==> src/design/mpc_defs.svh <==
// timing counts, ratios and reset values for the memory phy clock block
// Notes on behaviour
// - one pll makes fabric, refs, sync pulse
// - 400..1066 MHz: both refs equal memory clock
// - below 400: second ref 2x or 4x
// - both refs come from same pll
// - multiply/divide default to input equals memory
// - recommend vco at least 1 GHz, M<=10
// - fabric at quarter rate, pll outputs memory clock
// - write phase gen: two in-phase byte clocks plus a shifted one
// - shifted clock runs 90 degrees late; strobe stays in phase with byte clock
// - write gen drives strobe, tristates, out fifo read
// - read byte clock aligned to incoming strobe
// - read div clock aligned, feeds deserializer, in fifo
// - read gen drives in fifo write enable
// - calibration reset includes pll lock
`ifndef MPC_DEFS_SVH
`define MPC_DEFS_SVH
`define MPC_CLK_MHZ 250
`define MPC_REF_LOW_MHZ 400
`define MPC_REF_HIGH_MHZ 1066
`define MPC_VCO_MIN_MHZ 1000
`define MPC_MULT_MAX 10
`define MPC_FABRIC_RATIO 4
`define MPC_SYNC_PERIOD 16
`define MPC_CAL_RST_NS 60
`define MPC_CAL_RST_CYC ((`MPC_CAL_RST_NS * `MPC_CLK_MHZ + 999) / 1000)
`define MPC_LOCK_STAGES 3
`endif

==> src/design/mpc_pkg.sv <==
// types shared by the memory phy clock block
package mpc_pkg;
  // write side per-group outputs
  typedef struct packed {
    logic byte_clk;
    logic byte_clk_div;
    logic byte_clk_shifted;
    logic strobe_gen;
    logic strobe_oe_n;
    logic data_oe_n;
    logic out_queue_read_enable;
  } mpc_wr_grp_t;
  // read side per-group outputs
  typedef struct packed {
    logic byte_clk;
    logic byte_clk_div;
    logic input_queue_write_enable;
  } mpc_rd_grp_t;
  // reference selection for the second phase reference
  typedef enum logic [2:0] {
    MPC_REF_X1 = 3'h1,
    MPC_REF_X2 = 3'h2,
    MPC_REF_X4 = 3'h4
  } mpc_ref_mult_t;
endpackage : mpc_pkg

==> src/design/mpc_write_phase_gen.sv <==
// write-side phase generator for one byte group, modelled at ref rate
`timescale 1ns/1ps
`default_nettype none
module mpc_write_phase_gen (
  input wire logic clk,
  input wire logic rst,
  input wire logic write_active,
  output mpc_pkg::mpc_wr_grp_t grp
);
  // quarter phase counter, one step per reference quarter
  logic [1:0] phase_reg;
  logic [1:0] phase_next;
  logic [1:0] div_reg;
  logic [1:0] div_next;
  mpc_pkg::mpc_wr_grp_t grp_reg;
  mpc_pkg::mpc_wr_grp_t grp_next;

  // next phase and derived clocks, all stepped by one phase counter, shifted clock a quarter late
  always_comb
  begin
    phase_next = phase_reg + 2'h1;
    div_next = div_reg;
    if (phase_reg == 2'h3)
    begin
      div_next = div_reg + 2'h1;
    end
    grp_next = grp_reg;
    grp_next.byte_clk = ~phase_reg[1];
    grp_next.byte_clk_div = ~div_reg[1];
    // shifted by one quarter period, ninety degrees late
    grp_next.byte_clk_shifted = phase_reg[1] ^ phase_reg[0];
    grp_next.strobe_gen = write_active & ~phase_reg[1];
    grp_next.strobe_oe_n = ~write_active;
    grp_next.data_oe_n = ~write_active;
    grp_next.out_queue_read_enable = write_active & (phase_reg == 2'h0);
  end

  // register stage; reset keeps pins released
  always_ff @(posedge clk)
  begin
    if (rst)
    begin
      phase_reg <= 2'h0;
      div_reg <= 2'h0;
      grp_reg <= '{default: 1'b0, strobe_oe_n: 1'b1, data_oe_n: 1'b1};
    end
    else
    begin
      phase_reg <= phase_next;
      div_reg <= div_next;
      grp_reg <= grp_next;
    end
  end

  assign grp = grp_reg;
endmodule : mpc_write_phase_gen
`default_nettype wire

==> src/design/mpc_read_phase_gen.sv <==
// read-side phase generator for one byte group, aligns to strobe
`timescale 1ns/1ps
`default_nettype none
module mpc_read_phase_gen (
  input wire logic clk,
  input wire logic rst,
  input wire logic dqs_in,
  output mpc_pkg::mpc_rd_grp_t grp
);
  // three stage sampler on the pin strobe
  logic [2:0] dqs_sync_reg;
  logic [2:0] dqs_sync_next;
  logic dqs_state_reg;
  logic dqs_state_next;
  logic [1:0] div_reg;
  logic [1:0] div_next;
  mpc_pkg::mpc_rd_grp_t grp_reg;
  mpc_pkg::mpc_rd_grp_t grp_next;

  // accepted level updates only when stages two and three agree
  always_comb
  begin
    dqs_sync_next = {dqs_sync_reg[1:0], dqs_in};
    dqs_state_next = dqs_state_reg;
    if (dqs_sync_reg[1] == dqs_sync_reg[2])
    begin
      dqs_state_next = dqs_sync_reg[2];
    end
    div_next = div_reg;
    // divided clock steps on each accepted rising strobe edge
    if (dqs_state_next & ~dqs_state_reg)
    begin
      div_next = div_reg + 2'h1;
    end
    grp_next.byte_clk = dqs_state_reg;
    grp_next.byte_clk_div = div_reg[1];
    // one write per divided period, on its rising edge
    grp_next.input_queue_write_enable =
      dqs_state_next & ~dqs_state_reg & (div_reg == 2'h1);
  end

  // register stage
  always_ff @(posedge clk)
  begin
    if (rst)
    begin
      dqs_sync_reg <= 3'h0;
      dqs_state_reg <= 1'b0;
      div_reg <= 2'h0;
      grp_reg <= '0;
    end
    else
    begin
      dqs_sync_reg <= dqs_sync_next;
      dqs_state_reg <= dqs_state_next;
      div_reg <= div_next;
      grp_reg <= grp_next;
    end
  end

  assign grp = grp_reg;
endmodule : mpc_read_phase_gen
`default_nettype wire

==> src/design/mpc_clock_gen.sv <==
// top of memory phy clock generation: reset, pll model, phase gens
`timescale 1ns/1ps
`default_nettype none
`include "mpc_defs.svh"
module mpc_clock_gen #(
  parameter int BYTE_GROUPS = 2,
  parameter int MEM_CLK_MHZ = 800,
  parameter int IN_CLK_MHZ = 800,
  parameter int PLL_MULT = 2,
  parameter int PLL_DIV = 2,
  parameter bit CAL_REF_FROM_PLL = 1'b0
) (
  input wire logic clk,
  input wire logic rst,
  input wire logic pll_lock,
  input wire logic write_active,
  input wire logic [BYTE_GROUPS-1:0] dqs_in,
  output logic fabric_rst,
  output logic fabric_clk_en,
  output logic mem_clk,
  output logic sync_pulse,
  output mpc_pkg::mpc_ref_mult_t ref2_mult,
  output logic ref_ok,
  output logic vco_ok,
  output logic cal_rst,
  output mpc_pkg::mpc_wr_grp_t [BYTE_GROUPS-1:0] wr_grp,
  output mpc_pkg::mpc_rd_grp_t [BYTE_GROUPS-1:0] rd_grp
);
  // static frequency plan, evaluated at elaboration
  localparam int VCO_MHZ = IN_CLK_MHZ * PLL_MULT;
  localparam int REF2_MHZ =
    (MEM_CLK_MHZ >= `MPC_REF_LOW_MHZ) ? MEM_CLK_MHZ :
    (2 * MEM_CLK_MHZ >= `MPC_REF_LOW_MHZ) ? 2 * MEM_CLK_MHZ :
    4 * MEM_CLK_MHZ;
  localparam mpc_pkg::mpc_ref_mult_t REF2_SEL =
    (REF2_MHZ == MEM_CLK_MHZ) ? mpc_pkg::MPC_REF_X1 :
    (REF2_MHZ == 2 * MEM_CLK_MHZ) ? mpc_pkg::MPC_REF_X2 :
    mpc_pkg::MPC_REF_X4;
  localparam bit REF_IN_RANGE = (REF2_MHZ >= `MPC_REF_LOW_MHZ) &&
    (REF2_MHZ <= `MPC_REF_HIGH_MHZ);
  // output divide must bring the oscillator back to the memory clock
  localparam bit PLAN_MATCH = (VCO_MHZ == MEM_CLK_MHZ * PLL_DIV);
  // advisory only: out-of-range plan flagged, not blocked
  localparam bit VCO_IN_RANGE = (VCO_MHZ >= `MPC_VCO_MIN_MHZ) &&
    (PLL_MULT <= `MPC_MULT_MAX);
  localparam int CAL_CYC = `MPC_CAL_RST_CYC;

  // lock sampler, three stages, accepted when two and three agree
  logic [2:0] lock_sync_reg;
  logic [2:0] lock_sync_next;
  logic locked_reg;
  logic locked_next;
  logic fab_rst_reg;
  logic fab_rst_next;
  // quarter rate enable counter and sync pulse counter
  logic [1:0] quarter_reg;
  logic [1:0] quarter_next;
  logic [3:0] sync_cnt_reg;
  logic [3:0] sync_cnt_next;
  logic sync_reg;
  logic sync_next;
  logic mem_clk_reg;
  logic mem_clk_next;
  // calibration reset stretch counter
  logic [7:0] cal_cnt_reg;
  logic [7:0] cal_cnt_next;
  logic cal_rst_reg;
  logic cal_rst_next;

  // lock sampling and synchronous reset release
  always_comb
  begin
    lock_sync_next = {lock_sync_reg[1:0], pll_lock};
    locked_next = locked_reg;
    if (lock_sync_reg[1] == lock_sync_reg[2])
    begin
      locked_next = lock_sync_reg[2];
    end
    // loss of accepted lock re-enters reset on the next cycle
    fab_rst_next = ~locked_reg;
  end

  always_ff @(posedge clk)
  begin
    if (rst)
    begin
      lock_sync_reg <= 3'h0;
      locked_reg <= 1'b0;
      fab_rst_reg <= 1'b1;
    end
    else
    begin
      lock_sync_reg <= lock_sync_next;
      locked_reg <= locked_next;
      fab_rst_reg <= fab_rst_next;
    end
  end

  // shared divider: quarter enable, memory clock, sync pulse all one source
  always_comb
  begin
    quarter_next = quarter_reg + 2'h1;
    mem_clk_next = ~mem_clk_reg;
    sync_cnt_next = sync_cnt_reg + 4'h1;
    // one pulse per period keeps all bank controls aligned
    sync_next = (sync_cnt_reg == 4'(`MPC_SYNC_PERIOD - 1));
  end

  always_ff @(posedge clk)
  begin
    if (fab_rst_reg)
    begin
      quarter_reg <= 2'h0;
      mem_clk_reg <= 1'b0;
      sync_cnt_reg <= 4'h0;
      sync_reg <= 1'b0;
    end
    else
    begin
      quarter_reg <= quarter_next;
      mem_clk_reg <= mem_clk_next;
      sync_cnt_reg <= sync_cnt_next;
      sync_reg <= sync_next;
    end
  end

  // calibration reset, held while lock is absent when pll feeds it
  always_comb
  begin
    cal_cnt_next = cal_cnt_reg;
    cal_rst_next = cal_rst_reg;
    if (CAL_REF_FROM_PLL && !locked_reg)
    begin
      cal_cnt_next = 8'h00;
      cal_rst_next = 1'b1;
    end
    else if (cal_cnt_reg < 8'(CAL_CYC))
    begin
      // stretch keeps reset past minimum width
      cal_cnt_next = cal_cnt_reg + 8'h01;
      cal_rst_next = 1'b1;
    end
    else
    begin
      cal_rst_next = 1'b0;
    end
  end

  always_ff @(posedge clk)
  begin
    if (rst)
    begin
      cal_cnt_reg <= 8'h00;
      cal_rst_reg <= 1'b1;
    end
    else
    begin
      cal_cnt_reg <= cal_cnt_next;
      cal_rst_reg <= cal_rst_next;
    end
  end

  // per group phase generators, all on one reset so refs stay in phase
  genvar g;
  generate
    for (g = 0; g < BYTE_GROUPS; g++)
    begin : g_grp
      mpc_write_phase_gen u_wr (
        .clk(clk),
        .rst(fab_rst_reg),
        .write_active(write_active),
        .grp(wr_grp[g])
      );
      mpc_read_phase_gen u_rd (
        .clk(clk),
        .rst(fab_rst_reg),
        .dqs_in(dqs_in[g]),
        .grp(rd_grp[g])
      );
    end
  endgenerate

  // outputs: the calibration clock itself comes from outside
  assign fabric_rst = fab_rst_reg;
  assign fabric_clk_en = (quarter_reg == 2'h3) & ~fab_rst_reg;
  assign mem_clk = mem_clk_reg;
  assign sync_pulse = sync_reg;
  assign ref2_mult = REF2_SEL;
  assign ref_ok = REF_IN_RANGE & PLAN_MATCH;
  assign vco_ok = VCO_IN_RANGE;
  assign cal_rst = cal_rst_reg;
endmodule : mpc_clock_gen
`default_nettype wire

==> config.mk <==
export PLATFORM = sky130hd
export DESIGN_NAME = mpc_clock_gen
export DESIGN_NICKNAME = d
export VERILOG_FILES = /design/src/design/mpc_pkg.sv /design/src/design/mpc_write_phase_gen.sv /design/src/design/mpc_read_phase_gen.sv /design/src/design/mpc_clock_gen.sv
export VERILOG_INCLUDE_DIRS = /design/src /design/src/design
export SDC_FILE = /design/constraint.sdc
export NUM_CORES = 1
export LEC_CHECK = 0
export BUFFER_PORTS_ARGS = -buffer_cell sky130_fd_sc_hd__buf_4
export CAP_MARGIN = 10
export CORE_MARGIN = 5
export CORE_UTILIZATION = 50
export DETAILED_ROUTE_END_ITERATION = 6
export MAX_ROUTING_LAYER = met4
export PLACE_DENSITY = 0.85
export SETUP_SLACK_MARGIN = 0.2
export SLEW_MARGIN = 40
export SYNTH_ARGS = -nofsm -noshare
export SYNTH_HDL_FRONTEND = slang
export SYNTH_SLANG_ARGS = --single-unit
==> constraint.sdc <==
create_clock -name clk -period 4.1 [get_ports clk]
set_input_delay 0.615 -clock clk [delete_from_list [all_inputs] [get_ports clk]]
set_output_delay 0.615 -clock clk [all_outputs]
set_load 0.01 [all_outputs]
==> parameters.txt <==
Parameter                              Value

Status
  Status    finished, final reports clean

Finish
  Layout Cells excl Fill    265
  Leading cell type in the layout, fill and taps excluded    sky130_fd_sc_hd__dfxtp_1
  Flip-flop count of the largest register, all copies and words added    11
  Count of nets after finishing    227
  Number of inserted filler cells in the final layout    300
  Area growth from synthesis to layout    21.92%
  Ratio of cells with drive above 1 in the final layout    0.2120
  Number of diodes added for antenna fixing    0
  Commonest non-fill, non-tap cells in the layout    sky130_fd_sc_hd__dfxtp_1, sky130_fd_sc_hd__buf_4, sky130_fd_sc_hd__nor2_1
  Final design area excluding fillers    2325 um^2

STA
  Period utilization    0.4401
  Number of endpoints with negative hold slack in the final report    0
  Max Transition Viols Final    0
  Worst max-slew margin expressed relative to the limit    0.6307
  Setup violation total in the final timing report    0
  Worst-case setup margin in the final layout    2.296 ns
  Min cycle time layout    1.804 ns
  Slew at the pin with the worst max-slew slack    0.5489 ns
  Clock skew    0.004555 ns
  Accumulated negative setup slack    0 ns
  Unrepaired setup endpoints after global routing    no
  Worst hold margin    0.4087 ns
  Maximum operating frequency    554.2 MHz

Route
  Post-route ant nets    0
  Number of DRC violations after detailed-routing iteration 0    51
  DRC    0
  First drt pass iteration count    4
  Vias post-DR    1,219
  Routed wire length per instance    10.87 um
  Total wirelength of the detailed-routed design    2881 um
  Average via count per standard cell    4.600

Clocking
  Max Root-Sink Buffers    2
  Clock transition at the register clock pins on the worst setup and hold paths after CTS    0.06 ns
  Clock Tree Root    sky130_fd_sc_hd__clkbuf_8
  Clk Latency, worst-skew pair    0.32 ns
  # resized after CTS    0
  TritonCTS clock tree    built
  TritonCTS sink count    57
  Number of hold buffers added after cts    0
  Postcts setup bufs    0
  Count of H-tree levels built during CTS    3
  Total CTS buffers    9

Synthesis
  Area contributors post-synth    sky130_fd_sc_hd__dfxtp_1, sky130_fd_sc_hd__nor2b_1, sky130_fd_sc_hd__ha_1
  Synthesized netlist cell count    182
  Number of enable flip-flop cells after synthesis    0
  Synth warn    0
  Post-synthesis register bit count    57
  Number of distinct library cell variants in the gate-level netlist after synthesis    26
  Part of the Yosys area used for sequential elements    0.5984
  Share of Yosys cell area claimed by the top area cell type    0.5984
  Yosys top cell by area    sky130_fd_sc_hd__dfxtp_1
  Share of synthesized flip-flops with an asynchronous set or reset    0
  Most used DFF post-synth    sky130_fd_sc_hd__dfxtp_1
  Mean post-synth cell area    10.48 um^2
  Post-synthesis instance area    1907 um^2

Critical path
  Worst Path Max Fanout    16
  Startpoint types    register
  Crit path capture type    output pin
  Category of the most critical setup path    reg2out
  WP data required    3.48 ns
  Critical Path AT    1.19 ns

Placement
  Dpl ws    2.603 ns
  Buffers on Ports    30
  Dpl hpwl    1968 um
  Post-place instance area    2117 um^2
  Routability Congestion    0.7223
  Total instance count after detailed placement    249

Die
  Initial core utilization    0.5170
  Number of rows in the core area    22
  Area of the core region    3689 um^2
  Total die area    5149 um^2
  Die extent in x    71.76 um
  I/O pin total    36
  Die Span Y    71.76 um

Global route
  Overflow left after global routing    0
  Initial antenna violation count    0
  Largest net degree at the start of global routing    27
  Number of global-route vias before repair    1,207
  Overall Global Routing Usage    0.1345
  Global-route wire length before repair    5057 um

Power
  Power density over cell area    473.5 nW/um^2
  Peak VDD IR    0.2935 mV
  Standby leakage power    0.001022 uW

Worst hold path
  Path category of the worst min-delay check    reg2reg

Run
  Reported max-cap violation count    0
routing by layer:
layer,share of wire,GRT usage,vias up
li1,-,-,628
met1,0.42,0.1337,552
met2,0.47,0.2061,32
met3,0.085,0.07574,7
met4,0.022,0.07724,0
met5,0,-,-
worst max-delay path, stage by stage, from the launching register on:
cell                      delay, ns
sky130_fd_sc_hd__dfxtp_1       0.61
sky130_fd_sc_hd__nor2b_1       0.10
sky130_fd_sc_hd__buf_4         0.16
layout make-up:
class	instances	area, um^2	area share
Clock buffer	14	172.7	0.07427
Tap cell	48	60.06	0.02583
Inverter	9	33.78	0.01453
Sequential cell	57	1141	0.4908
Multi-Input combinational cell	104	649.4	0.2793
Timing Repair Buffer	31	232.7	0.1001
Clock inverter	2	35.03	0.01507
power by group:
group / switching (uW) / internal (uW)
Combinational: 7.65 / 7.26
Clock: 195 / 330
Sequential: 2.79 / 558
cells by family (layout without fill, tap and decap cells):
| logic type | Yosys count | in the layout | synth area share |
|---|---|---|---|
| and+or+nand+nor | 66 | 66 | 0.1864 |
| DFF | 57 | 57 | 0.5984 |
| buffers and inverters | 24 | 56 | 0.06693 |
| AOI/OAI and AO/OA | 16 | 16 | 0.04856 |
| adders and majority gates | 9 | 9 | 0.05906 |
| xor gates and xnor gates | 8 | 8 | 0.03675 |
| other | 2 | 5 | 0.003938 |
cell usage after synthesis, types with 2 or more instances:
library cell               count
sky130_fd_sc_hd__nor2_1       25
sky130_fd_sc_hd__buf_4        10
sky130_fd_sc_hd__conb_1        2
sky130_fd_sc_hd__inv_1         9
sky130_fd_sc_hd__o21ai_0       6
sky130_fd_sc_hd__a211oi_1      2
sky130_fd_sc_hd__nor2b_1      20
sky130_fd_sc_hd__dfxtp_1      57
sky130_fd_sc_hd__nand3_1       2
sky130_fd_sc_hd__ha_1          9
sky130_fd_sc_hd__nand2_1       6
sky130_fd_sc_hd__xor2_1        3
sky130_fd_sc_hd__and4b_1       2
sky130_fd_sc_hd__and3b_1       4
sky130_fd_sc_hd__clkbuf_1      5
sky130_fd_sc_hd__a21oi_1       6
sky130_fd_sc_hd__xnor2_1       5
path summary, 6_finish.rpt:
check | startpoint | cells after the start | slack [ns] | endpoint
max | fabric_rst$_SDFF_PP1_ | 2 | 2.30 | fabric_clk_en
min | locked_reg$_SDFFE_PP0N_ | 1 | 0.41 | fabric_rst$_SDFF_PP1_
max reg2reg | cal_cnt_reg[4]$_SDFFE_PP0N_ | 3 | 2.54 | cal_cnt_reg[3]$_SDFFE_PP0N_
min reg2reg | locked_reg$_SDFFE_PP0N_ | 1 | 0.41 | fabric_rst$_SDFF_PP1_
stage by stage:
stage | utilization | total power [uW]
global placement | 0.5739 | 586.6
detailed placement | 0.5739 | 587.6
finish | 0.6303 | 1101
CTS | 0.6303 | 1115
global route | 0.6303 | 1146
floorplan | - | 584.8
Note: power is estimated with default switching activity, not from simulation.
